`src/common/sfcmd_pkg.sv`:
```
// Constants and carrier types for the serial flash command interpreter.
// Assumes mclk well above the serial clock so every link edge is seen.
package sfcmd_pkg;
	localparam logic [7:0] OP_WRITE_DISABLE = 8'h04;
	localparam logic [7:0] OP_ID_READ_A = 8'h90;
	localparam logic [7:0] OP_ID_READ_B = 8'hAB;
	// Defaults for the opcodes that can be configured
	localparam logic [7:0] OP_STATUS_READ_DEF = 8'h05;
	localparam logic [7:0] OP_WRITE_ENABLE_DEF = 8'h06;
	localparam logic [7:0] OP_STATUS_ARM_DEF = 8'h50;
	localparam logic [7:0] OP_STATUS_WRITE_DEF = 8'h01;
	// Identity bytes: arbitrary neutral values
	localparam logic [7:0] MAKER_CODE_DEF = 8'h5A;
	localparam logic [7:0] PART_CODE_DEF = 8'hA5;
	// Status register bit positions
	localparam int ST_BUSY = 0;
	localparam int ST_WEL = 1;
	localparam int ST_BP_LO = 2;
	localparam int ST_BP_HI = 3;
	localparam int ST_AAI = 6;
	localparam int ST_LOCK = 7;
	localparam logic [7:0] STATUS_RESET = 8'h1C;
	localparam int OPCODE_BITS = 8;
	localparam int ADDR_BITS = 24;
	localparam int SYNC_STAGES = 2;

	typedef struct packed {
		logic sel_n;
		logic sck;
		logic sdi;
		logic wp_n;
	} sfcmd_pins_t;

	typedef struct packed {
		logic data;
		logic oe_n;
	} sfcmd_sdo_t;
endpackage

```
`src/hw/sfcmd_sync.sv`:
```
// Two-flop synchroniser for a bundle of pin levels.
// Assumes inputs are asynchronous to mclk.
`timescale 1ns/100ps
module sfcmd_sync #(
	parameter int WIDTH = 4
) (
	// Clock and reset
	input wire logic mclk,
	input wire logic srst,
	// Levels
	input wire logic [WIDTH-1:0] async_in,
	output logic [WIDTH-1:0] sync_out
);
	logic [WIDTH-1:0] meta_q;

	initial
	begin
		if (WIDTH < 1)
			$error("sfcmd_sync: WIDTH must be positive");
	end

	always_ff @(posedge mclk)
	begin
		if (srst)
		begin
			meta_q <= WIDTH'(4'b1001);
			sync_out <= WIDTH'(4'b1001);
		end
		else
		begin
			meta_q <= async_in;
			sync_out <= meta_q;
		end
	end
endmodule

```
`src/hw/sfcmd_core.sv`:
```
// Serial flash status-register, write-protect and identification command interpreter.
// Assumes mclk at least eight times the serial clock; pins arrive asynchronously.
`timescale 1ns/100ps
module sfcmd_core #(
	parameter logic [7:0] OP_STATUS_READ = sfcmd_pkg::OP_STATUS_READ_DEF,
	parameter logic [7:0] OP_WRITE_ENABLE = sfcmd_pkg::OP_WRITE_ENABLE_DEF,
	parameter logic [7:0] OP_STATUS_ARM = sfcmd_pkg::OP_STATUS_ARM_DEF,
	parameter logic [7:0] OP_STATUS_WRITE = sfcmd_pkg::OP_STATUS_WRITE_DEF,
	parameter logic [7:0] MAKER_CODE = sfcmd_pkg::MAKER_CODE_DEF,
	parameter logic [7:0] PART_CODE = sfcmd_pkg::PART_CODE_DEF
) (
	// Clock and reset
	input wire logic mclk,
	input wire logic srst,
	// Serial pins
	input wire sfcmd_pkg::sfcmd_pins_t pins,
	output sfcmd_pkg::sfcmd_sdo_t sdo,
	// Array engine hooks
	input wire logic busy_in,
	input wire logic aai_set,
	// Status view
	output logic [7:0] status
);
	typedef enum logic [4:0] {
		SFCMD_OPCODE = 5'b00001,
		SFCMD_STATUS_OUT = 5'b00010,
		SFCMD_ADDR = 5'b00100,
		SFCMD_ID_OUT = 5'b01000,
		SFCMD_DATA_IN = 5'b10000
	} sfcmd_state_t;

	function automatic logic is_id_op(input logic [7:0] op);
		is_id_op = (op == sfcmd_pkg::OP_ID_READ_A) || (op == sfcmd_pkg::OP_ID_READ_B);
	endfunction

	initial
	begin
		if (OP_STATUS_READ == OP_WRITE_ENABLE || OP_STATUS_ARM == OP_STATUS_WRITE)
			$error("sfcmd_core: configurable opcodes must differ");
	end

	sfcmd_pkg::sfcmd_pins_t pin_s;
	logic sck_q, sel_n_q;
	logic sck_rise, sck_fall, sel_rise, sel_fall;
	sfcmd_state_t state_q;
	logic [4:0] cnt_q;
	logic [7:0] shin_q, op_q, data_q, shout_q;
	logic armed_q, id_sel_q;
	logic [2:0] out_cnt_q;
	logic wel_q, aai_q, bp_lo_q, bp_hi_q, lock_q;
	logic oe_n_q, sdo_q;
	logic [7:0] shin_next;

	sfcmd_sync #(.WIDTH(4)) u_sync (
		.mclk(mclk),
		.srst(srst),
		.async_in(pins),
		.sync_out(pin_s)
	);

	// Edge detection on synchronised levels
	always_ff @(posedge mclk)
	begin
		if (srst)
		begin
			sck_q <= 1'b0;
			sel_n_q <= 1'b1;
		end
		else
		begin
			sck_q <= pin_s.sck;
			sel_n_q <= pin_s.sel_n;
		end
	end

	assign sck_rise = !pin_s.sel_n && pin_s.sck && !sck_q;
	assign sck_fall = !pin_s.sel_n && !pin_s.sck && sck_q;
	assign sel_rise = pin_s.sel_n && !sel_n_q;
	assign sel_fall = !pin_s.sel_n && sel_n_q;
	assign shin_next = {shin_q[6:0], pin_s.sdi};

	// Frame decoder
	always_ff @(posedge mclk)
	begin
		if (srst || sel_fall)
		begin
			state_q <= SFCMD_OPCODE;
			cnt_q <= 5'd0;
			shin_q <= 8'h00;
			op_q <= 8'h00;
			data_q <= 8'h00;
		end
		else if (sck_rise)
		begin
			shin_q <= shin_next;
			cnt_q <= cnt_q + 5'd1;
			unique case (state_q)
				SFCMD_OPCODE:
				begin
					if (cnt_q == 5'(sfcmd_pkg::OPCODE_BITS - 1))
					begin
						op_q <= shin_next;
						cnt_q <= 5'd0;
						if (shin_next == OP_STATUS_READ)
							state_q <= SFCMD_STATUS_OUT;
						else if (is_id_op(shin_next))
							state_q <= SFCMD_ADDR;
						else if (shin_next == OP_STATUS_WRITE)
							state_q <= SFCMD_DATA_IN;
					end
				end
				SFCMD_ADDR:
				begin
					if (cnt_q == 5'(sfcmd_pkg::ADDR_BITS - 1))
						state_q <= SFCMD_ID_OUT;
				end
				SFCMD_DATA_IN:
				begin
					if (cnt_q == 5'(sfcmd_pkg::OPCODE_BITS - 1))
						data_q <= shin_next;
				end
				SFCMD_STATUS_OUT, SFCMD_ID_OUT:
				begin
					cnt_q <= 5'd0;
				end
			endcase
		end
	end

	assign status = {lock_q, aai_q, 2'b00, bp_hi_q, bp_lo_q, wel_q, busy_in};

	// Output shifter: loads on first fall after the last input bit, MSB first
	always_ff @(posedge mclk)
	begin
		if (srst || pin_s.sel_n)
		begin
			oe_n_q <= 1'b1;
			sdo_q <= 1'b0;
			shout_q <= 8'h00;
			out_cnt_q <= 3'd0;
		end
		else if (sck_fall && (state_q == SFCMD_STATUS_OUT || state_q == SFCMD_ID_OUT))
		begin
			oe_n_q <= 1'b0;
			if (out_cnt_q == 3'd0)
			begin
				if (state_q == SFCMD_STATUS_OUT)
				begin
					sdo_q <= status[7];
					shout_q <= {status[6:0], 1'b0};
				end
				else
				begin
					sdo_q <= id_sel_q ? PART_CODE[7] : MAKER_CODE[7];
					shout_q <= id_sel_q ? {PART_CODE[6:0], 1'b0} : {MAKER_CODE[6:0], 1'b0};
				end
			end
			else
			begin
				sdo_q <= shout_q[7];
				shout_q <= {shout_q[6:0], 1'b0};
			end
			out_cnt_q <= out_cnt_q + 3'd1;
		end
	end

	// Identity select: loaded from the address LSB, then alternated at each byte end
	always_ff @(posedge mclk)
	begin
		if (srst || pin_s.sel_n)
			id_sel_q <= 1'b0;
		else if (sck_rise && state_q == SFCMD_ADDR)
			id_sel_q <= pin_s.sdi;
		else if (sck_fall && out_cnt_q == 3'd7)
			id_sel_q <= !id_sel_q;
	end

	assign sdo.data = sdo_q;
	assign sdo.oe_n = oe_n_q;

	// Status bits committed at the frame-ending select rise; AAI is also set by the engine in any cycle
	always_ff @(posedge mclk)
	begin
		if (srst)
		begin
			armed_q <= 1'b0;
			wel_q <= sfcmd_pkg::STATUS_RESET[sfcmd_pkg::ST_WEL];
			aai_q <= sfcmd_pkg::STATUS_RESET[sfcmd_pkg::ST_AAI];
			bp_lo_q <= sfcmd_pkg::STATUS_RESET[sfcmd_pkg::ST_BP_LO];
			bp_hi_q <= sfcmd_pkg::STATUS_RESET[sfcmd_pkg::ST_BP_HI];
			lock_q <= sfcmd_pkg::STATUS_RESET[sfcmd_pkg::ST_LOCK];
		end
		else
		begin
			if (sel_rise && state_q == SFCMD_OPCODE && cnt_q == 5'd0)
			begin
				// Whole opcode seen, no trailing bits
				armed_q <= (op_q == OP_STATUS_ARM);
				if (op_q == OP_WRITE_ENABLE)
					wel_q <= 1'b1;
				if (op_q == sfcmd_pkg::OP_WRITE_DISABLE)
				begin
					wel_q <= 1'b0;
					aai_q <= 1'b0;
				end
			end
			else if (sel_rise && state_q == SFCMD_DATA_IN && cnt_q == 5'd8)
			begin
				armed_q <= 1'b0;
				// Lock and pin judged as they stand now
				if (armed_q && !(!pin_s.wp_n && lock_q))
				begin
					bp_lo_q <= data_q[sfcmd_pkg::ST_BP_LO];
					bp_hi_q <= data_q[sfcmd_pkg::ST_BP_HI];
					lock_q <= data_q[sfcmd_pkg::ST_LOCK];
				end
			end
			else if (sel_rise)
				armed_q <= 1'b0;
			// Engine set wins over a write disable in the same cycle
			if (aai_set)
				aai_q <= 1'b1;
		end
	end
endmodule

```
`config.mk`:
```
export PLATFORM = sky130hd
export DESIGN_NAME = sfcmd_core
export DESIGN_NICKNAME = d
export VERILOG_FILES = /design/src/common/sfcmd_pkg.sv /design/src/hw/sfcmd_sync.sv /design/src/hw/sfcmd_core.sv
export SDC_FILE = /design/constraint.sdc
export NUM_CORES = 1
export LEC_CHECK = 0
export BUFFER_PORTS_ARGS = -buffer_cell sky130_fd_sc_hd__buf_2
export CAP_MARGIN = 0
export CORE_UTILIZATION = 55
export DETAILED_ROUTE_END_ITERATION = 7
export HOLD_SLACK_MARGIN = 0.05
export PLACE_DENSITY = 0.74
export SYNTH_ARGS = -nofsm -noshare
export SYNTH_HDL_FRONTEND = slang
export SYNTH_HIERARCHICAL = 1
export SYNTH_SLANG_ARGS = --single-unit
```
`constraint.sdc`:
```
create_clock -name mclk -period 3.9 [get_ports mclk]
set_input_delay 0.39 -clock mclk [delete_from_list [all_inputs] [get_ports mclk]]
set_output_delay 0.39 -clock mclk [all_outputs]
set_load 0.02 [all_outputs]
```
* Word level (Yosys, flattened, before mapping) *
Index checks and enable logic that the tools add are counted.

word-level totals
  register bits = 63
  bits of input ports = 8
  output and inout port bits = 10
  word-level logic and storage cells = 107

operators by class
  add/sub/neg operators = 2
  eq/ne operators = 19
  multiplexer cells = 24
  bitwise logic cells = 1
  reductions and logical operators = 41

operator list
  operator             count
  $mux 5               6
  $eq 8x3->1 const B   3
  $mux 8               3
  $pmux 5 s2           2
  $eq 8x8->1 const B   2
  $logic_and 1x1->1    15
  $mux 1               13
  $eq 5x3->1 const B   2
  $eq 5x4->1 const B   2
  $eq 5x5->1 const B   2
  $reduce_bool 2->1    5
  $reduce_and 3->1     3
  $eq 8x1->1 const B   1
  $eq 8x7->1 const B   1
  $logic_not 1->1      7
  $add 5x1->5 const B  1
  $eq 5x1->1 const B   1
  $eq 5x2->1 const B   1
  $logic_not 5->1      1
  $reduce_and 5->1     1
  $logic_or 1x1->1     4
  $ne 2x2->1 const B   2
  $ne 4x4->1 const B   1
  $reduce_and 2->1     2
  6 further kinds      6

* Longest topological paths before layout *
Gate-level depths: netlist of the first run.

  depth in word-level cells = 6
  mapped depth = 6
  mapped depth without buffers = 5

* Modules after synthesis *
Netlist of the first run, hierarchy kept.

modules (own cells, without submodules)
  module      times used  cells each  area an instance (um^2)  sequential area each (um^2)
  sfcmd_core  1           283         2358.5                   980.9
  sfcmd_sync  1           16          210.2                    160.2

* Least setup slack after synthesis of the first run *
No wires, ideal clock.

  kind = flip-flop to flip-flop
  start = reg cnt_q[0]
  end = reg state_q[2]
  library setup time = 0.071 ns
  arrival time = 1.468 ns
  data required time = 3.829 ns
  slack = 2.362 ns
  cell stages (with the launch flop) = 6
  buffers on the path = 0
  period minus slack after synthesis = 1.538 ns
  path through = dfxtp_1 > ha_1 > and4bb_2 > nand4_4 > a2111o_1 > a21oi_1

between the ends
  cells in the longest elaborated chain, start to end = 3
  elaborated cells between the ends (all ways) = 5
  those cells by class = eq/ne (4); reduce/logical (1)

ends and longest elaborated chain
  item                                             line                                  source
  from (decl)                                      sfcmd_core.sv:46                      logic [4:0] cnt_q;
  from (signal assigned)                           sfcmd_core.sv:96                      cnt_q <= cnt_q + 5'd1;
  $eq 5x5->1 / $eq 5x3->1 (equally long branches)  sfcmd_core.sv:114, sfcmd_core.sv:100
  $ne 2x2->1 (no line)                             n/a
  $reduce_and 5->1 (no line) (*)                   n/a
  to (signal assigned)                             sfcmd_core.sv:107                     state_q <= SFCMD_ADDR;
  to (signal assigned)                             sfcmd_core.sv:109                     state_q <= SFCMD_DATA_IN;
  to (signal assigned)                             sfcmd_core.sv:115                     state_q <= SFCMD_ID_OUT;
  to (decl)                                        sfcmd_core.sv:45                      sfcmd_state_t state_q;

Every way passes the cells marked *; elsewhere a longest branch is shown, timed or not.
A chain may end at the register's enable or synchronous reset.

* Final worst setup path of the first run *
  start = reg sck_q
  end = reg op_q[3]

between the ends
  cells in the longest elaborated chain, start to end = 3

ends and longest elaborated chain
  item                        line               source
  from (decl)                 sfcmd_core.sv:43   logic sck_q, sel_n_q;
  from (signal assigned)      sfcmd_core.sv:71   sck_q <= pin_s.sck;
  $logic_not 1->1             sfcmd_core.sv:76   assign sck_rise = !pin_s.sel_n && pin_s.sck && !sck_q;
  $logic_and 1x1->1           sfcmd_core.sv:76
  $reduce_and 3->1 (no line)  n/a
  to (signal assigned)        sfcmd_core.sv:102  op_q <= shin_next;
  to (decl)                   sfcmd_core.sv:47   logic [7:0] shin_q, op_q, data_q, shout_q;

No other way between the ends.

==> results of run 1 <==
metrics by stage:
stage / std cells / hold WS (ns) / power (mW) / util (%) / cell area, um^2
after global placement: 346 / 0.389 / 0.633 / 58.6 / 2590
after floorplan: 300 / 0.383 / 0.626 / - / 2570
after CTS: 362 / 0.212 / 1.20 / 63.4 / 2800
after detailed placement: 346 / 0.389 / 0.633 / 58.6 / 2590
after global routing: 362 / 0.247 / 1.23 / 63.4 / 2800
final: 362 / 0.227 / 1.19 / 63.4 / 2800
final cells by class:
type / instances / area [um^2]
clock buffer: 14 / 173
fill: 399 / 1620
inverter: 8 / 30.0
tap: 52 / 65.1
sequential: 57 / 1140
timing repair buffer: 15 / 75.1
multi-input combinational: 214 / 1280
clock inverter: 2 / 35.0
layout by cell type (no fill, tap or decap), types with 6 or more instances in the layout:
master    netlist  layout
buf_2           6      15
nor2b_1         9       9
nor2_1         20      20
nand3_1        13      13
nand2_1        49      49
a21oi_1        28      28
inv_1           8       8
o21ai_0        12      12
dfxtp_1        57      57
a211oi_1        8       8
clkbuf_8        0      12
nor3_1          6       6
routing by layer:
| metal | vias up | share of wire, % | GRT usage, % | wire, um |
|---|---|---|---|---|
| met4 | 0 | 2.1 | 12.0 | 104 |
| met5 | - | 0 | 0 | 0 |
| li1 | 1044 | - | - | - |
| met2 | 26 | 47 | 36.0 | 2300 |
| met3 | 11 | 3.8 | 6.49 | 185 |
| met1 | 924 | 47 | 28.9 | 2320 |
registers in the layout, summed over array words and instances (netlist names), 3 cells and up:
register	cells
op_q	8
shin_q	7
shout_q	7
cnt_q	5
state_q	5
u_sync/meta_q	4
u_sync/sync_out	4
data_q	3
out_cnt_q	3
cells by family (layout without fill, tap and decap cells):
| kind of cell | count (synthesis) | after routing |
|---|---|---|
| adders and majority gates | 5 | 5 |
| other | 1 | 2 |
| DFF | 57 | 57 |
| xor gates and xnor gates | 7 | 7 |
| AOI/OAI and AO/OA | 64 | 64 |
| muxes | 4 | 4 |
| buffers and inverters | 29 | 39 |
| and+or+nand+nor | 132 | 132 |
power groups by stage:
stage                     clock network (mW)  logic, mW  registers [mW]
after floorplan                            0     0.0228           0.603
after global placement                     0     0.0282           0.605
after detailed placement                   0     0.0286           0.605
after CTS                              0.581     0.0285           0.592
after global routing                   0.605     0.0321           0.592
final                                  0.569     0.0285           0.592
worst max-delay path, stage by stage (launching register included):
cell and delay [ns]:
dfxtp_1 0.36, nor3b_2 0.86, and4_1 0.59, nand2_1 0.10
a21oi_1 0.15
how the worst min path moves through the flow:
| stage | from | to | slack (ns) | cells past startpoint |
|---|---|---|---|---|
| after floorplan | u_sync/meta_q[0] | u_sync/sync_out[0] | 0.38 | 1 |
| after global placement | u_sync/meta_q[0] | u_sync/sync_out[0] | 0.39 | 1 |
| after detailed placement | u_sync/meta_q[0] | u_sync/sync_out[0] | 0.39 | 1 |
| after CTS | pins[0] | u_sync/meta_q[0] | 0.21 | 2 |
| after global routing | pins[3] | u_sync/meta_q[3] | 0.25 | 2 |
| final | pins[0] | u_sync/meta_q[0] | 0.23 | 2 |
==> summary.md, run 1 <==
| Metric | Value |
|---|---|
| HPWL Detailed | `approximately 3500 um` |
| Routed Antenna Nets | `0` |
| Cell count after synthesis | `~300` |
| Fin crit share | `54.8%` |
| Die X | `around 70 um` |
| Power density over the cells | `~430 nW/um^2` |
| Final WS setup | `around 1.8 ns` |
| Synth Cell Area | `around 2600 um^2` |
| Die H | `~70 um` |
| Fin. Hold Viols | `0` |
| Worst-margin pin slew | `a little over 1 ns` |
| Routed vias | `about 2000` |
| P_sw | `roughly 0.25 mW` |
| Hold_buf cts | `0` |
| Clock latency on the worst-skew pair | `0.34 ns` |
| Endpoint type of the worst setup path | `flop` |
| Initial antenna violation count | `0` |
| Nets | `approximately 320` |
| Die area | `a little under 5000 um^2` |
| Flop2flop setup slack | `about 1.8 ns` |
| Logic pwr share | `~2.4%` |
| Ant diodes | `0` |
| Post-CTS Setup Repair Bufs | `0` |
| Worst EP required | `around 4.2 ns` |
| Area of the core | `4410 um^2` |
| Worst r2r src | `sck_q` |
| Max Freq | `~470 MHz` |
| Leak | `1.04 nW` |
| Fraction of layout cells with a size suffix above 1 | `between 10% and 20%` |
| WL/cell | `approximately 14 um` |
| Total grt overflow | `0` |
| Setup violators final | `0` |
| Vias in the first global route | `~1800` |
| CTS sink count | `57` |
| Simple-gate portion of the synthesized area | `between 20% and 30%` |
| DR iter-0 viols | `between 70 and 80` |
| FF+latch count, synth | `between 50 and 60` |
| Data arrival, critical path | `around 2.4 ns` |
| Maxcap violations | `0` |
| Largest net degree at the start of global routing | `22` |
| RSZ-0062 raised after global routing | `false` |
| VDD IR max | `roughly 0.29 mV` |
| Cell with the most instances after synthesis | `dfxtp_1` |
| Commonest cells in the netlist | `dfxtp_1 (57), nand2_1 (49), a21oi_1 (28)` |
| Max Transition Viols Final | `0` |
| Top cells by area, synth | `dfxtp_1 (44%), nand2_1 (7.2%), a21oi_1 (5.5%)` |
| Clock buffer depth | `2` |
| Worst setup endpoint | `op_q[3]` |
| IO Pins | `18` |
| Ys async rst share | `0%` |
| Cell taking the most area after synthesis | `dfxtp_1` |
| Root buf cell | `clkbuf_8` |
| IO Port Bufs | `15` |
| Syn avg cell area | `~8.6 um^2` |
| Top-area cell type share of the netlist area | `roughly 44%` |
| Gr usage total | `a little under a quarter` |
| Tmin final | `2.14 ns` |
| Reg-to-reg endpoint | `op_q[3]` |
| Crit-path max FO | `15` |
| Clk slew on worst S/H paths | `approximately 0.060 ns` |
| Post-synthesis mux area share | `1.56%` |
| Clock Power Share | `between 40% and 50%` |
| Setup WS pre-CTS | `roughly 1.8 ns` |
| First-pass GRT wire length | `between 8000 and 9000 um` |
| Post-synth EDFFs | `0` |
| Worst setup path start | `sck_q` |
| Remaining DRCs | `0` |
| Int Pwr | `0.943 mW` |
| Final Wtd Congestion | `between 0.8 and 0.9` |
| YS warnings | `6` |
| Slew margin rel. | `a little under a third` |
| Post-synthesis adder-cell area fraction | `roughly 2.4%` |
| Switching share of total power | `20.7%` |
| Initial core utilization | `58.2%` |
| CP Class | `flop to flop` |
| Worst Hold Class | `primary input to flop` |
| Routed WL | `just under 5000 um` |
| CTS H-tree depth | `3` |
| Final TNS setup | `0 ns` |
| XOR/XNOR Fraction of Synth Area | `approximately 2.4%` |
| Critical Path Source Type | `flop` |
| Number of CTS-inserted buffers | `9` |
| Sequential area share after synthesis | `between 40 and 50%` |
| Row count | `24` |
| Status | `complete, no violations` |
| Final Skew | `~0.011 ns` |
| Largest family of logic cells by synthesized area | `simple AND/OR/NAND/NOR gates` |
| Post-CTS sizing | `0` |
| Prevailing post-synth register cell | `dfxtp_1` |
| Yosys cell types | `52` |
| CTS tree | `done` |
| Compound-Gate Fraction of Synth Area | `between 10% and 20%` |
| Share of power burned in registers | `49.8%` |
| Area Overhead vs Synth | `8.86%` |
| R2R cell count | `4` |
| Vias/cell | `5.54` |
| 1st-pass router iterations | `4` |
Power figures use the tool's default switching activity.
==> run 2: changes to the inputs <==
clock period = 2.1 ns   (was 3.9 ns; I/O delays follow)
==> summary.md, run 2 (synthesis results as in run 1) <==
| Metric | Value |
|---|---|
| Clk slew on worst S/H paths | `around 0.070 ns` |
| Worst hold stages | `2` |
| IO Port Bufs | `15` |
| Worst Hold Class | `primary input to flop` |
| Worst-margin pin slew | `0.571 ns` |
| Most frequent cells in the layout | `dfxtp_1 (57), nand2_1 (49), a21oi_1 (28)` |
| Status | `complete, no violations` |
| Grt met2 use | `around two fifths` |
| Worst EP required | `between 2 and 2.5 ns` |
| HP Start | `pins[2]` |
| Most common cell after layout, fill and taps aside | `dfxtp_1` |
| Crit-path max FO | `10` |
| Hold Path Sink | `u_sync/meta_q[2]` |
| Largest net degree at the start of global routing | `17` |
| Largest Register | `op_q` |
| Initial antenna violation count | `0` |
| Leading registers by flop count | `op_q x8, shin_q x7, shout_q x7` |
| Setup violators final | `0` |
| Clock latency on the worst-skew pair | `0.34 ns` |
| Die area | `between 4000 and 5000 um^2` |
| Routed vias | `2040` |
| CP Class | `flop to flop` |
| Critical Path Source Type | `flop` |
| 1st-pass router iterations | `4` |
| Fin. Hold Viols | `0` |
| CTS sink count | `57` |
| GR Util met1 | `28.6%` |
| Remaining DRCs | `0` |
| Flop2flop setup slack | `approximately 0.35 ns` |
| Final TNS setup | `0 ns` |
| CP max stage cell | `a2111o_1` |
| Tot Pwr | `between 2 and 2.5 mW` |
| Area Overhead vs Synth | `11.9%` |
| Hold_buf cts | `2` |
| WL/cell | `roughly 14 um` |
| CTS tree | `done` |
| Leak | `between 1 and 1.5 nW` |
| Vias/cell | `~5.6` |
| Power density over the cells | `between 800 and 900 nW/um^2` |
| Clock buffer depth | `2` |
| Number of flip-flops in the largest register | `8` |
| Gr usage total | `23.6%` |
| Post-CTS Setup Repair Bufs | `0` |
| Final Wtd Congestion | `between 0.8 and 0.9` |
| Crit-path cells | `ha_1, and4bb_2, nand4_4, a2111o_1, a21oi_1` |
| R2R cell count | `5` |
| Vias in the first global route | `around 2000` |
| GRT Max-Usage Layer | `met2` |
| Final hold slack | `between 0.08 and 0.09 ns` |
| Root buf cell | `clkbuf_8` |
| Fill count | `368` |
| IO Pins | `18` |
| Area of the core | `roughly 4400 um^2` |
| Routed Antenna Nets | `0` |
| # placed instances | `approximately 350` |
| Routed WL | `between 5000 and 6000 um` |
| Slew margin rel. | `just over 60%` |
| DR iter-0 viols | `107` |
| RSZ-0062 raised after global routing | `false` |
| Final Skew | `approximately 0.014 ns` |
| Reg-to-reg endpoint | `state_q[2]` |
| First-pass GRT wire length | `9050 um` |
| Row count | `24` |
| Die H | `roughly 70 um` |
| Ant diodes | `0` |
| Final Util | `65.1%` |
| Endpoint type of the worst setup path | `flop` |
| Buf/Inv on CP | `0` |
| Fin crit share | `between 80 and 90%` |
| VDD IR max | `~0.47 mV` |
| Number of CTS-inserted buffers | `9` |
| CTS H-tree depth | `3` |
| Nets | `around 320` |
| Initial core utilization | `58.2%` |
| Data arrival, critical path | `roughly 2.0 ns` |
| Post-CTS sizing | `0` |
| CP max stage delay | `between 0.4 and 0.5 ns` |
| Tmin final | `1.75 ns` |
| Max Transition Viols Final | `0` |
| Total grt overflow | `0` |
| Max Freq | `between 500 and 600 MHz` |
| HPWL Detailed | `3620 um` |
| Maxcap violations | `0` |
| Worst r2r src | `cnt_q[0]` |
| CP top delay family | `compound AO/OA/AOI/OAI gates` |
| Die X | `70.3 um` |
| Fraction of layout cells with a size suffix above 1 | `12.7%` |
| Met3 Use GR | `approximately 7.4%` |
| Layout Cells excl Fill | `~370` |
-- run 2: cell count changes in the layout (fill, tap and decap cells not counted), sizes merged --
cell         before  now
bufinv            1    3
clkinvlp          0    1
clkbuf           14   11
dlygate4sd3       0    2
buf              15   18
-- run 2: worst max path at each step --
stage | start | cells past startpoint | end
final | cnt_q[0] | 5 | state_q[2]
after global routing | cnt_q[0] | 5 | op_q[4]
after CTS | cnt_q[0] | 5 | state_q[2]
after detailed placement | cnt_q[0] | 5 | op_q[4]
after global placement | state_q[1] | 4 | data_q[3]
after floorplan | cnt_q[0] | 5 | state_q[2]
-- run 2: per-stage QoR --
step | worst slack, ns | area, um^2
after detailed placement | 0.401 | 2610
after CTS | 0.343 | 2880
after floorplan | 0.562 | 2570
final | 0.346 | 2880
after global placement | 0.381 | 2610
after global routing | 0.207 | 2880
-- run 2: metal layers --
layer / up-vias / part of all wire (%)
li1: 1059 / -
met1: 943 / 47
met2: 34 / 48
met3: 4 / 3.8
met4: 0 / 1.1
met5: - / 0
-- run 2: worst register-to-register path, delay by kind of cell (launching register included) --
family / cells / cell delay, ns
and+or+nand+nor: 2 / 0.49
adders and majority gates: 1 / 0.22
AOI/OAI and AO/OA: 2 / 0.57
DFF: 1 / 0.40
-- run 2: final cells by class --
| cell class | instances | area [um^2] | area share, % |
|---|---|---|---|
| multi-input combinational | 214 | 1280 | 44.4 |
| sequential | 57 | 1140 | 39.7 |
| clock buffer | 11 | 141 | 4.92 |
| timing repair buffer | 20 | 118 | 4.09 |
| clock inverter | 5 | 103 | 3.57 |
| tap | 52 | 65.1 | 2.26 |
| inverter | 8 | 30.0 | 1.04 |
-- run 2: where the power goes --
| part | total, mW | internal, mW | switching (mW) |
|---|---|---|---|
| clock network | 1.26 | 0.819 | 0.445 |
| registers | 1.10 | 1.09 | 0.00795 |
| logic | 0.0589 | 0.0219 | 0.0371 |
| total | 2.42 | 1.93 | 0.490 |
==> run 3: changes to the inputs <==
clock period = 1.8 ns   (was 2.1 ns; I/O delays follow)
==> summary.md, run 3 (synthesis results as in run 1) <==
| Metric | Value |
|---|---|
| P_sw | `0.498 mW` |
| Critical Path Source Type | `flop` |
| Die X | `70.3 um` |
| Worst Hold Class | `primary input to flop` |
| Routed vias | `2074` |
| Placed inst area | `about 2700 um^2` |
| Final Wtd Congestion | `roughly 0.83` |
| Ant diodes | `0` |
| 1st-pass router iterations | `4` |
| Largest net degree at the start of global routing | `22` |
| Switching share of total power | `21.6%` |
| Fin crit share | `92.9%` |
| Most common cell after layout, fill and taps aside | `dfxtp_1` |
| CTS tree | `done` |
| CTS sink count | `between 50 and 60` |
| Finished layout cell area | `approximately 2900 um^2` |
| Int Pwr | `1.81 mW` |
| CP Class | `flop to flop` |
| Number of flip-flops in the largest register | `8` |
| Status | `complete, no violations` |
| Leading registers by flop count | `op_q x8, shin_q x7, shout_q x7` |
| Area Overhead vs Synth | `11.1%` |
| Vias/cell | `roughly 5.6` |
| Hold Path Sink | `u_sync/meta_q[1]` |
| Post-CTS Setup Repair Bufs | `0` |
| Power density over the cells | `between 800 and 900 nW/um^2` |
| Die area | `slightly below 5000 um^2` |
| Nets | `331` |
| Slew margin rel. | `a little under three fifths` |
| Reg-to-reg endpoint | `shout_q[3]` |
| Vias in the first global route | `approximately 1900` |
| Worst r2r src | `state_q[4]` |
| IO Port Bufs | `15` |
| RSZ-0062 raised after global routing | `false` |
| Final Skew | `0.00669 ns` |
| Largest Register | `op_q` |
| Final TNS setup | `0 ns` |
| Number of CTS-inserted buffers | `9` |
| Fin. Hold Viols | `0` |
| Routed Antenna Nets | `0` |
| Clock buffer depth | `2` |
| DR iter-0 viols | `89` |
| Flop2flop setup slack | `approximately 0.13 ns` |
| Root buf cell | `clkbuf_8` |
| Leak | `1.08 nW` |
| Clock Power Share | `between 40% and 50%` |
| Clock latency on the worst-skew pair | `0.33 ns` |
| Setup violators final | `0` |
| Data arrival, critical path | `approximately 1.9 ns` |
| Row count | `24` |
| Max Transition Viols Final | `0` |
| Tot Pwr | `approximately 2.3 mW` |
| HP Start | `pins[1]` |
| Clk slew on worst S/H paths | `approximately 0.06 ns` |
| Fraction of layout cells with a size suffix above 1 | `~14%` |
| Endpoint type of the worst setup path | `flop` |
| Max Freq | `about 600 MHz` |
| CTS H-tree depth | `3` |
| Worst EP required | `slightly above 2 ns` |
| Initial antenna violation count | `0` |
| Tmin final | `between 1.5 and 2 ns` |
| Crit-path max FO | `7` |
| Setup WS pre-CTS | `0.0997 ns` |
| Area of the core | `4410 um^2` |
| VDD IR max | `between 0.5 and 0.6 mV` |
| Logic pwr share | `between 2 and 3%` |
| Initial core utilization | `58.2%` |
| Gr usage total | `between 20 and 25%` |
| Remaining DRCs | `0` |
| Worst hold stages | `2` |
| Die H | `around 70 um` |
| IO Pins | `18` |
| First-pass GRT wire length | `8590 um` |
| Share of power burned in registers | `between 50% and 60%` |
| Routed WL | `between 5000 and 6000 um` |
| Final hold slack | `0.0707 ns` |
| R2R cell count | `5` |
| Maxcap violations | `0` |
| Total grt overflow | `0` |
| Worst-margin pin slew | `0.652 ns` |
| HPWL Detailed | `approximately 3700 um` |
| Final WS setup | `about 0.13 ns` |
| Most frequent cells in the layout | `dfxtp_1 (56), nand2_1 (49), a21oi_1 (28)` |
| WL/cell | `~14 um` |
-- run 3: through the flow --
stage	cells	util, %
2_1_floorplan	300	-
3_3_place_gp	356	60.3
3_5_place_dp	356	60.3
4_1_cts	372	64.4
5_1_grt	372	64.6
6_report	372	64.6
-- run 3: how the worst max path moves through the flow --
stage / from / endpoint / slack, ns / cells after the start
after floorplan: cnt_q[0] / state_q[2] / 0.26 / 5
after global placement: u_sync/sync_out[3] / wel_q / 0.13 / 4
after detailed placement: cnt_q[0] / op_q[3] / 0.1 / 5
after CTS: cnt_q[0] / op_q[3] / 0.08 / 5
after global routing: state_q[4] / shout_q[3] / 0.009 / 4
final: state_q[4] / shout_q[3] / 0.13 / 5
-- run 3: worst max-delay path: stages, from the launching register on --
cell      delay (ns)
dfxtp_1         0.39
nor4_1          0.50
a21boi_0        0.18
buf_4           0.17
a211oi_1        0.21
o31ai_1         0.10
-- run 3: layer usage --
layer / GRT usage [%] / routed length (um)
met5: 0 / 0
met2: 36.6 / 2410
met4: 12.2 / 97
met3: 6.35 / 178
met1: 27.2 / 2430
-- run 3: power groups by stage --
stage	clock (mW)	sequential [mW]	combinational [mW]
finish	0.957	1.28	0.0676
floorplan	0	1.31	0.0494
global placement	0	1.31	0.0620
CTS	0.975	1.28	0.0680
global route	1.05	1.28	0.0760
detailed placement	0	1.31	0.0630
-- run 3: final cells by class --
| type | count | area, um^2 |
|---|---|---|
| fill | 393 | 1560 |
| multi-input combinational | 214 | 1280 |
| sequential | 57 | 1140 |
| timing repair buffer | 28 | 180 |
| clock buffer | 12 | 145 |
| tap | 52 | 65.1 |
| inverter | 8 | 30.0 |
| clock inverter | 1 | 5.00 |
-- run 3: what timing repair did --
action | 4_1_cts | 5_1_grt
setup endpoints to repair | 0 | 6
resized for setup | 0 | 3
endpoints found under the hold margin | 3 | 0
hold buffers | 3 | 0
